===== src/rtl/lhsu_pkg.sv =====
// Constants, register map and state type for the LIN hardware sync unit.
// Summary of operation
// - Edge config bits 7:4 set the stop edge count; reset value 3.
// - Edge config bits 3:0 set the start falling edge count; reset value 2.
// - The falling edge that opens the break is edge number one.
// - Control bit 7 picks rising or falling edges for the stop count.
// - Sync timer is 16-bit, read only, ticking at 5 MHz.
// - Break timer is 12-bit, ticking at 131 kHz; reads return its count.
// - A bus falling edge or a break timer read clears the break timer.
// - Writing the break location loads the 12-bit compare, timer untouched.
// - Timer reaching compare sets status bit 0 and raises the interrupt request.
// - After the break match the break timer runs on until the rising edge.
// - Break timer overflow with bus low sets status bit 4 and interrupt request.
// - Break compare resets to 0x47, eleven bit times at 20 kbps.
// - Sync timing only happens after a valid break match.
// - Break detection stays live while waiting for or receiving data.
// - Config 0x62 times first to fifth sync falling edge; software divides by eight.
// - Edge config register is 8-bit read/write, reset value 0x32.
// - Enable bit turns break and sync functions on; clearing turns them off.
// - Reset bit restores all logic but the other control bits to defaults and self-clears after 15 us.
package lhsu_pkg;

	////////////////////////////////////////////////////////////////////////////
	// Register byte addresses
	localparam logic [31:0] ADDR_SYNC_CONTROL = 32'hffff0780;
	localparam logic [31:0] ADDR_SYNC_STATUS  = 32'hffff0784;
	localparam logic [31:0] ADDR_SYNC_TIMER   = 32'hffff0788;
	localparam logic [31:0] ADDR_EDGE_CONFIG  = 32'hffff078c;
	localparam logic [31:0] ADDR_BREAK_TIMER  = 32'hffff0790;

	////////////////////////////////////////////////////////////////////////////
	// Reset values
	localparam logic [7:0]  EDGE_CONFIG_RST = 8'h32;
	localparam logic [11:0] BREAK_CMP_RST   = 12'h047;
	localparam logic [8:0]  CONTROL_RST     = 9'h000;
	localparam logic [5:0]  STATUS_RST      = 6'h00;

	////////////////////////////////////////////////////////////////////////////
	// Field positions
	localparam int STOP_MSB  = 7;
	localparam int STOP_LSB  = 4;
	localparam int START_MSB = 3;
	localparam int START_LSB = 0;

	localparam int CTRL_RST_BIT  = 0;
	localparam int CTRL_EN_BIT   = 1;
	localparam int CTRL_ECLR_BIT = 2;
	localparam int CTRL_POL_BIT  = 7;

	localparam int STA_BREAK_BIT = 0;
	localparam int STA_START_BIT = 1;
	localparam int STA_STOP_BIT  = 2;
	localparam int STA_BFE_BIT   = 4;
	localparam int STA_RDONE_BIT = 5;

	////////////////////////////////////////////////////////////////////////////
	// Timing
	localparam int PCLK_HZ      = 40000000;
	localparam int PCLK_NS      = 25;
	localparam int SYNC_CLK_HZ  = 5000000;
	localparam int BRK_CLK_HZ   = 131000;
	localparam int SELF_CLR_NS  = 15000;
	localparam int SYNC_DIV     = PCLK_HZ / SYNC_CLK_HZ;
	localparam int BRK_DIV      = PCLK_HZ / BRK_CLK_HZ;
	localparam int SELF_CLR_CYC = (SELF_CLR_NS + PCLK_NS - 1) / PCLK_NS;

	////////////////////////////////////////////////////////////////////////////
	// Frame tracking states
	typedef enum logic [1:0] {
		LHSU_IDLE,
		LHSU_BREAK,
		LHSU_SYNC_WAIT,
		LHSU_SYNC_RUN
	} lhsu_state_e;

endpackage


===== src/rtl/lhsu_tick_gen.sv =====
// Prescaler that turns pclk into a one-cycle tick at a lower rate.
`timescale 1ns/10ps
module lhsu_tick_gen #(
	parameter int unsigned DIV = 8
) (
	// Clock and reset
	input  wire logic pclk,
	input  wire logic presetn,
	// Control
	input  wire logic clr,
	// Tick out
	output logic      tick
);

	localparam int unsigned CW = (DIV > 1) ? $clog2(DIV) : 1;
	localparam logic [CW-1:0] LAST = CW'(DIV - 1);

	logic [CW-1:0] cnt_q;
	logic [CW-1:0] cnt_d;

	// Restart on clear so the first tick lands one full period later
	always_comb begin
		if (clr || cnt_q == LAST) begin
			cnt_d = '0;
		end else begin
			cnt_d = cnt_q + CW'(1);
		end
	end

	always_ff @(posedge pclk or negedge presetn) begin
		if (!presetn) begin
			cnt_q <= '0;
		end else begin
			cnt_q <= cnt_d;
		end
	end

	assign tick = !clr && (cnt_q == LAST);

endmodule


===== src/rtl/lhsu_lin_sync.sv =====
// LIN break detector and sync field timer with APB register access.
//
// Chosen here: the APB interface to the registers.
`timescale 1ns/10ps
module lhsu_lin_sync (
	// Clock and reset
	input  wire logic        pclk,
	input  wire logic        presetn,
	// APB slave
	input  wire logic        psel,
	input  wire logic        penable,
	input  wire logic        pwrite,
	input  wire logic [31:0] paddr,
	input  wire logic [31:0] pwdata,
	output logic      [31:0] prdata,
	output logic             pready,
	output logic             pslverr,
	// LIN bus receive level
	input  wire logic        lin_rx,
	// Interrupt request to the system controller
	output logic             sync_irq
);

	////////////////////////////////////////////////////////////////////////////
	// Helpers

	// Address match against one register word
	function automatic logic hit(input logic [31:0] a, input logic [31:0] base);
		hit = (a == base);
	endfunction

	// Four-bit edge count that sticks at its top value
	function automatic logic [3:0] sat_inc(input logic [3:0] v);
		sat_inc = (v == 4'hf) ? v : v + 4'h1;
	endfunction

	////////////////////////////////////////////////////////////////////////////
	// State

	logic                 sy1_q, sy2_q, bus_p_q;
	logic [8:0]           ctrl_q, ctrl_d;
	logic [5:0]           sta_q, sta_d;
	logic [7:0]           ecfg_q, ecfg_d;
	logic [11:0]          bcmp_q, bcmp_d;
	logic [11:0]          btmr_q, btmr_d;
	logic [15:0]          stmr_q, stmr_d;
	logic [3:0]           fcnt_q, fcnt_d;
	logic [3:0]           rcnt_q, rcnt_d;
	logic                 bvalid_q, bvalid_d;
	logic                 irq_q, irq_d;
	logic [9:0]           sclr_q, sclr_d;
	lhsu_pkg::lhsu_state_e st_q, st_d;
	logic [31:0]          prdata_q, prdata_d;
	logic                 pready_q, pready_d;
	logic                 pslverr_q, pslverr_d;

	logic                 fall, rise, bus_low;
	logic                 sync_tick, brk_tick;
	logic                 run, match, ovf;
	logic                 setup, acc, wr, rd;
	logic [5:0]           sta_set, sta_clr;
	logic [3:0]           fnext, rnext, stop_next;

	////////////////////////////////////////////////////////////////////////////
	// Bus pin synchroniser; idle level is high
	always_ff @(posedge pclk or negedge presetn) begin
		if (!presetn) begin
			sy1_q   <= 1'b1;
			sy2_q   <= 1'b1;
			bus_p_q <= 1'b1;
		end else begin
			sy1_q   <= lin_rx;
			sy2_q   <= sy1_q;
			bus_p_q <= sy2_q;
		end
	end

	// Edges compare the second stage with the third
	assign fall    = bus_p_q && !sy2_q;
	assign rise    = !bus_p_q && sy2_q;
	assign bus_low = !sy2_q;

	////////////////////////////////////////////////////////////////////////////
	// Timer ticks derived from pclk, no second clock domain

	// Sync ticks restart whenever the sync timer is not running
	lhsu_tick_gen #(
		.DIV (lhsu_pkg::SYNC_DIV)
	) u_sync_tick (
		.pclk    (pclk),
		.presetn (presetn),
		.clr     (st_q != lhsu_pkg::LHSU_SYNC_RUN),
		.tick    (sync_tick)
	);

	// Break ticks realign to each falling edge
	lhsu_tick_gen #(
		.DIV (lhsu_pkg::BRK_DIV)
	) u_brk_tick (
		.pclk    (pclk),
		.presetn (presetn),
		.clr     (fall),
		.tick    (brk_tick)
	);

	////////////////////////////////////////////////////////////////////////////
	// APB phase decode; zero wait states, answer in the first access cycle
	assign setup = psel && !penable;
	assign acc   = psel && penable && pready_q;
	assign wr    = acc && pwrite;
	assign rd    = acc && !pwrite;

	// Run only when enabled and not held by a reset or counter clear
	assign run = ctrl_q[lhsu_pkg::CTRL_EN_BIT] && !ctrl_q[lhsu_pkg::CTRL_RST_BIT]
		&& !ctrl_q[lhsu_pkg::CTRL_ECLR_BIT];

	// Compare and overflow are judged on the tick that would advance the timer
	assign match = run && brk_tick && bus_low && st_q != lhsu_pkg::LHSU_IDLE
		&& (12'(btmr_q + 12'h001) == bcmp_q);
	assign ovf   = run && brk_tick && bus_low && st_q == lhsu_pkg::LHSU_BREAK
		&& btmr_q == 12'hfff;

	assign fnext     = sat_inc(fcnt_q);
	assign rnext     = sat_inc(rcnt_q);
	assign stop_next = ctrl_q[lhsu_pkg::CTRL_POL_BIT] ? rnext : fnext;

	////////////////////////////////////////////////////////////////////////////
	// Next-state logic for registers, timers and frame tracking
	always_comb begin
		ctrl_d    = ctrl_q;
		ecfg_d    = ecfg_q;
		bcmp_d    = bcmp_q;
		btmr_d    = btmr_q;
		stmr_d    = stmr_q;
		fcnt_d    = fcnt_q;
		rcnt_d    = rcnt_q;
		bvalid_d  = bvalid_q;
		st_d      = st_q;
		sclr_d    = sclr_q;
		irq_d     = 1'b0;
		sta_set   = '0;
		sta_clr   = '0;
		prdata_d  = prdata_q;
		pready_d  = setup;
		pslverr_d = 1'b0;

		// Register read data is sampled in the setup cycle
		if (setup) begin
			prdata_d = '0;
			if (!pwrite) begin
				if (hit(paddr, lhsu_pkg::ADDR_SYNC_CONTROL)) begin
					prdata_d[8:0] = ctrl_q;
				end else if (hit(paddr, lhsu_pkg::ADDR_SYNC_STATUS)) begin
					prdata_d[5:0] = sta_q;
				end else if (hit(paddr, lhsu_pkg::ADDR_SYNC_TIMER)) begin
					prdata_d[15:0] = stmr_q;
				end else if (hit(paddr, lhsu_pkg::ADDR_EDGE_CONFIG)) begin
					prdata_d[7:0] = ecfg_q;
				end else if (hit(paddr, lhsu_pkg::ADDR_BREAK_TIMER)) begin
					prdata_d[11:0] = btmr_q;
				end
			end
			pslverr_d = !(hit(paddr, lhsu_pkg::ADDR_SYNC_CONTROL)
				|| hit(paddr, lhsu_pkg::ADDR_SYNC_STATUS)
				|| hit(paddr, lhsu_pkg::ADDR_SYNC_TIMER)
				|| hit(paddr, lhsu_pkg::ADDR_EDGE_CONFIG)
				|| hit(paddr, lhsu_pkg::ADDR_BREAK_TIMER));
		end

		// Writes land at the access edge
		if (wr) begin
			if (hit(paddr, lhsu_pkg::ADDR_SYNC_CONTROL)) begin
				ctrl_d = pwdata[8:0];
			end
			if (hit(paddr, lhsu_pkg::ADDR_SYNC_STATUS)) begin
				sta_clr = pwdata[5:0];
			end
			if (hit(paddr, lhsu_pkg::ADDR_EDGE_CONFIG)) begin
				ecfg_d = pwdata[7:0];
			end
			if (hit(paddr, lhsu_pkg::ADDR_BREAK_TIMER)) begin
				bcmp_d = pwdata[11:0];
			end
		end

		// Frame tracking; break detection stays armed in every active state
		if (!run) begin
			st_d     = lhsu_pkg::LHSU_IDLE;
			fcnt_d   = '0;
			rcnt_d   = '0;
			bvalid_d = 1'b0;
			btmr_d   = '0;
		end else begin
			// Break timer clears on a falling edge, counts while low
			if (fall) begin
				btmr_d = '0;
			end else if (brk_tick && bus_low && st_q != lhsu_pkg::LHSU_IDLE) begin
				btmr_d = 12'(btmr_q + 12'h001);
			end

			case (st_q)
				lhsu_pkg::LHSU_IDLE: begin
					if (fall) begin
						st_d     = lhsu_pkg::LHSU_BREAK;
						fcnt_d   = 4'h1;
						rcnt_d   = '0;
						bvalid_d = 1'b0;
					end
				end
				lhsu_pkg::LHSU_BREAK: begin
					if (ovf) begin
						// Bus stuck low: give up on this frame
						st_d              = lhsu_pkg::LHSU_IDLE;
						sta_set[lhsu_pkg::STA_BFE_BIT] = 1'b1;
						irq_d             = 1'b1;
					end else if (rise) begin
						rcnt_d = rnext;
						// Short lows are data bits, not a break
						st_d = bvalid_q ? lhsu_pkg::LHSU_SYNC_WAIT : lhsu_pkg::LHSU_IDLE;
					end
				end
				lhsu_pkg::LHSU_SYNC_WAIT: begin
					if (rise) begin
						rcnt_d = rnext;
					end
					if (fall) begin
						fcnt_d = fnext;
						if (fnext >= ecfg_q[lhsu_pkg::START_MSB:lhsu_pkg::START_LSB]) begin
							st_d   = lhsu_pkg::LHSU_SYNC_RUN;
							stmr_d = '0;
							sta_set[lhsu_pkg::STA_START_BIT] = 1'b1;
						end
					end
				end
				lhsu_pkg::LHSU_SYNC_RUN: begin
					if (sync_tick) begin
						stmr_d = 16'(stmr_q + 16'h0001);
					end
					if (rise) begin
						rcnt_d = rnext;
					end
					if (fall) begin
						fcnt_d = fnext;
					end
					// Stopped value stays in the timer for software
					if ((ctrl_q[lhsu_pkg::CTRL_POL_BIT] ? rise : fall)
						&& stop_next >= ecfg_q[lhsu_pkg::STOP_MSB:lhsu_pkg::STOP_LSB]) begin
						st_d = lhsu_pkg::LHSU_IDLE;
						sta_set[lhsu_pkg::STA_STOP_BIT] = 1'b1;
						// A stop fall may open the next break, so arm break timing on it
						if (fall) begin
							st_d     = lhsu_pkg::LHSU_BREAK;
							fcnt_d   = 4'h1;
							rcnt_d   = '0;
							bvalid_d = 1'b0;
						end
					end
				end
				default: begin
					st_d = lhsu_pkg::LHSU_IDLE;
				end
			endcase

			// A match in any active state marks a valid break
			if (match) begin
				sta_set[lhsu_pkg::STA_BREAK_BIT] = 1'b1;
				irq_d    = 1'b1;
				bvalid_d = 1'b1;
				if (st_q != lhsu_pkg::LHSU_BREAK) begin
					// New break during sync or data restarts the frame
					st_d   = lhsu_pkg::LHSU_BREAK;
					fcnt_d = 4'h1;
					rcnt_d = '0;
				end
			end
		end

		// Reading the break timer restarts it
		if (rd && hit(paddr, lhsu_pkg::ADDR_BREAK_TIMER)) begin
			btmr_d = '0;
		end

		// Reset and counter clear bits hold for 15 us then drop themselves
		if (ctrl_q[lhsu_pkg::CTRL_RST_BIT] || ctrl_q[lhsu_pkg::CTRL_ECLR_BIT]) begin
			if (sclr_q == 10'(lhsu_pkg::SELF_CLR_CYC - 1)) begin
				sclr_d = '0;
				ctrl_d[lhsu_pkg::CTRL_RST_BIT]  = 1'b0;
				ctrl_d[lhsu_pkg::CTRL_ECLR_BIT] = 1'b0;
				sta_set[lhsu_pkg::STA_RDONE_BIT] = ctrl_q[lhsu_pkg::CTRL_RST_BIT];
			end else begin
				sclr_d = 10'(sclr_q + 10'h001);
			end
		end else begin
			sclr_d = '0;
		end

		// Soft reset returns everything to defaults but its own countdown and the other control bits
		if (ctrl_q[lhsu_pkg::CTRL_RST_BIT]) begin
			ecfg_d = lhsu_pkg::EDGE_CONFIG_RST;
			bcmp_d = lhsu_pkg::BREAK_CMP_RST;
			stmr_d = '0;
			btmr_d = '0;
			irq_d  = 1'b0;
		end

		// Hardware set wins over a write-one clear in the same cycle
		sta_d = (sta_q & ~sta_clr) | sta_set;
		if (ctrl_q[lhsu_pkg::CTRL_RST_BIT]) begin
			sta_d = sta_set;
		end
	end

	////////////////////////////////////////////////////////////////////////////
	// Registers
	always_ff @(posedge pclk or negedge presetn) begin
		if (!presetn) begin
			ctrl_q    <= lhsu_pkg::CONTROL_RST;
			sta_q     <= lhsu_pkg::STATUS_RST;
			ecfg_q    <= lhsu_pkg::EDGE_CONFIG_RST;
			bcmp_q    <= lhsu_pkg::BREAK_CMP_RST;
			btmr_q    <= '0;
			stmr_q    <= '0;
			fcnt_q    <= '0;
			rcnt_q    <= '0;
			bvalid_q  <= 1'b0;
			irq_q     <= 1'b0;
			sclr_q    <= '0;
			st_q      <= lhsu_pkg::LHSU_IDLE;
			prdata_q  <= '0;
			pready_q  <= 1'b0;
			pslverr_q <= 1'b0;
		end else begin
			ctrl_q    <= ctrl_d;
			sta_q     <= sta_d;
			ecfg_q    <= ecfg_d;
			bcmp_q    <= bcmp_d;
			btmr_q    <= btmr_d;
			stmr_q    <= stmr_d;
			fcnt_q    <= fcnt_d;
			rcnt_q    <= rcnt_d;
			bvalid_q  <= bvalid_d;
			irq_q     <= irq_d;
			sclr_q    <= sclr_d;
			st_q      <= st_d;
			prdata_q  <= prdata_d;
			pready_q  <= pready_d;
			pslverr_q <= pslverr_d;
		end
	end

	assign prdata   = prdata_q;
	assign pready   = pready_q;
	assign pslverr  = pslverr_q;
	assign sync_irq = irq_q;

endmodule


===== config.mk =====
export PLATFORM = sky130hd
export DESIGN_NAME = lhsu_lin_sync
export DESIGN_NICKNAME = d
export VERILOG_FILES = /design/src/rtl/lhsu_pkg.sv /design/src/rtl/lhsu_tick_gen.sv /design/src/rtl/lhsu_lin_sync.sv
export SDC_FILE = /design/constraint.sdc
export NUM_CORES = 1
export LEC_CHECK = 0
export BUFFER_PORTS_ARGS = -buffer_cell sky130_fd_sc_hd__buf_4
export CAP_MARGIN = 15
export CORE_MARGIN = 2
export CORE_UTILIZATION = 50
export CTS_BUF_LIST = sky130_fd_sc_hd__clkbuf_2
export CTS_CLUSTER_SIZE = 25
export DETAILED_ROUTE_END_ITERATION = 8
export PLACE_DENSITY = 0.82
export REMOVE_ABC_BUFFERS = 1
export SKIP_CTS_REPAIR_TIMING = 1
export SYNTH_ARGS = -nofsm -noshare
export SYNTH_HDL_FRONTEND = slang
export SYNTH_SLANG_ARGS = --single-unit

===== constraint.sdc =====
create_clock -name pclk -period 6 [get_ports pclk]
set_input_delay 0.3 -clock pclk [delete_from_list [all_inputs] [get_ports pclk]]
set_output_delay 0.3 -clock pclk [all_outputs]
set_load 0.05 [all_outputs]

==> metrics.cfg <==
[run_status]
status = finished, violations left
violations = design-rule violations

[critical_path]
worstPathMaxFanout = 4
r2r_slack_ps = 2550
max_stage_delay_ps = 740
crit_path_frequent_cell = ha_1
worstPathCellList = ha_1 > nand3_1 > xnor2_1 > nor2_1 > a21oi_1 > ha_1 > nand2b_1 > a2111oi_0 > nor3_1 > o22a_1 > a211oi_1 > o22ai_1
r2r_start = fcnt_q[0]
cp_num_buf_inv = 0
critPathLaunchType = flip-flop
worstPathArrival_ps = 4010
startpoint = fcnt_q[0]
crit_type = reg -> reg
required_ps = 6560
slowest_stage = a2111oi_0
worst_r2r_path_depth = 12
critPathTopFamily = compound AO/OA/AOI/OAI gates
end_kind = flip-flop
reg2reg_to = st_q[0]

[route]
antenna_left = 0
dr.pass1.iters = 9
avgRoutedWirePerCell_um = 17.2
viasPerCell = 6.03
drt-initial-drc-count = 603
num_vias = 6270
wl_mm = 17.9
drc = 1

[clock_network]
cts_tree = built
cts_root_buf = clkbuf_2
clk_latency_ps = 730
cts_buffer_depth = 2
clkTransAtPathRegs_ps = 220
htree_levels = 4
clkSinkCount = 118
cts_buffers = 17

[yosys]
synthDistinctLibCells = 74
ys_warn_count = 0
ys_ff_latch = 118
syn_area_um2 = 7150
synthTopCellsByCount = dfrtp_1, nor2_1, nand2_1
netlist_instances = 774
synth_edf_count = 0
yosysTopAreaCell = dfrtp_1
yosysSeqAreaShare_pct = 41.4
yosysTopAreaCellShare_pct = 37.8
synthFlopType = dfrtp_1
synth_area_leaders = dfrtp_1, nor2_1, ha_1
synth.most_common_cell = dfrtp_1
synthArstFlopShare_pct = 100
avgSynthCellArea_um2 = 9.24

[global_route]
grt_pass1_wl_mm = 28.9
antenna_found_initial = 0
grt_pass1_vias = 5791
overflow = 0
grt_usage_pct = 24.4
grt_max_degree = 77

[layout]
drive_above_1_share_pct = 19.0
nNetsFinal = 938
seq_area_um2 = 2970
syn_to_final_growth_pct = 13.7
multi_input_area_um2 = 3830
fillCellCount = 1158
num_antenna_cells = 0

[sta]
fmax_mhz = 290
fin_setup_tns_ps = 0
min_period_ps = 3450
tightest_slew_ps = 958
rsz0062_at_grt = no
slew_headroom_pct = 35.5
finalClockSkew_ps = 44.0
final-setup-viol-count = 0
drv_slew = 0
period_share_pct = 57.5
hold_viol_final = 0

[die]
die_w_um = 124
io_pins = 105
core_um2 = 13900
dieHeight_um = 124
initial_utilization_pct = 51.3
die_area_um2 = 15300
num_rows = 43

[power_and_ir_drop]
power_density_nw_per_um2 = 190
ir_drop_mv = 0.121
power_leakage_nw = 3.45
p_total_w = 0.00155

[placed_design]
portBuffers = 68
dp_hpwl_mm = 12.7
gp_congestion = 0.909

[min_path]
hold_class = in -> reg
hold_end = prdata[7]
min-delay-start = paddr[6]
holdPathStages = 7

[run]
max-cap-violations = 0

## cells in the final DEF, fill, tap and decap left out, types with 5 or more instances in the layout
cell type	count
conb_1	16
o21ai_0	38
nor3_1	19
dfstp_2	10
mux2_2	16
clkinv_4	7
or4_1	6
nand4_1	16
o22ai_1	5
o31ai_1	9
clkbuf_2	17
nor2_1	85
ha_1	22
nor2b_1	12
mux2i_1	23
nand2b_1	9
nand3_1	31
inv_1	29
xor2_1	18
xnor2_1	22
and2_1	6
or3_1	15
buf_4	71
and3_1	10
dfrtp_1	108
a21oi_1	48
or2_2	5
a31oi_1	10
a211oi_1	6
inv_6	5
nand2_1	63
a22o_1	5
dlygate4sd3_1	18
## worst max path at each step
stage / end / slack [ps] / depth (start not counted)
floorplan: stmr_q[11] / 2690 / 10
global placement: stmr_q[5] / 2570 / 10
detailed placement: stmr_q[3] / 2420 / 10
CTS: stmr_q[3] / 2360 / 10
global route: st_q[0] / 2170 / 12
finish: st_q[0] / 2550 / 12
## tightest hold or removal path: stages
cell     delay, ps
buf_4           80
or4_4          110
nor4_4          60
nand2_1         80
nor2_1          60
nand4_1         90
a21oi_1         70
## metrics by stage
step | instance area, µm² | setup slack (ps) | std cells | util [%] | hold WS [ps]
after global routing | 8130 | 2170 | 1039 | 58.4 | 127
after global placement | 7660 | 2570 | 988 | 55.0 | 351
after CTS | 7940 | 2360 | 1020 | 57.0 | -346
after floorplan | 6890 | 2690 | 737 | - | 4.41
after detailed placement | 7660 | 2420 | 988 | 55.0 | 349
final | 8130 | 2550 | 1039 | 58.4 | 129
## registers in the layout, indices dropped and copies added, names as in the netlist
register / cells
prdata: 16
stmr_q: 16
bcmp_q: 12
btmr_q: 12
sclr_q: 10
ctrl_q: 9
u_brk_tick.cnt_q: 9
ecfg_q: 8
sta_q: 6
fcnt_q: 4
rcnt_q: 4
u_sync_tick.cnt_q: 3
st_q: 2
bus_p_q: 1
bvalid_q: 1
pready: 1
pslverr: 1
sy1_q: 1
sy2_q: 1
sync_irq: 1
## power breakdown
part	switching, W	internal, W
registers	0.0000150	0.000809
clock network	0.000350	0.000244
logic	0.0000826	0.0000482
total	0.000447	0.00110
## cell type report
cell class	instances	share of cell area, %
multi-input combinational	590	47.1
sequential	118	36.5
timing repair buffer	90	8.91
tap	180	2.77
clock inverter	15	2.40
inverter	29	1.34
clock buffer	17	1.05
## routing by layer
metal	up-vias	track usage, %	routed length (µm)	part of all wire [%]
li1	2901	-	-	-
met5	-	0	0	0
met2	249	39.3	8840	49
met1	3080	32.4	7630	43
met3	40	5.08	1000	5.6
met4	0	9.30	408	2.3
## cell families (layout without fill, tap and decap cells)
group                      Yosys count  after routing  synth area share [%]
adders and majority gates           22             22                  3.85
AOI/OAI and AO/OA                  160            160                  14.2
xor gates and xnor gates            40             40                  4.90
and+or+nand+nor                    313            313                  23.8
muxes                               39             39                  5.74
other                                1             16                0.0524
DFF                                118            118                  41.4
buffers and inverters               81            151                  6.00
(Power assumes the default switching activity.)
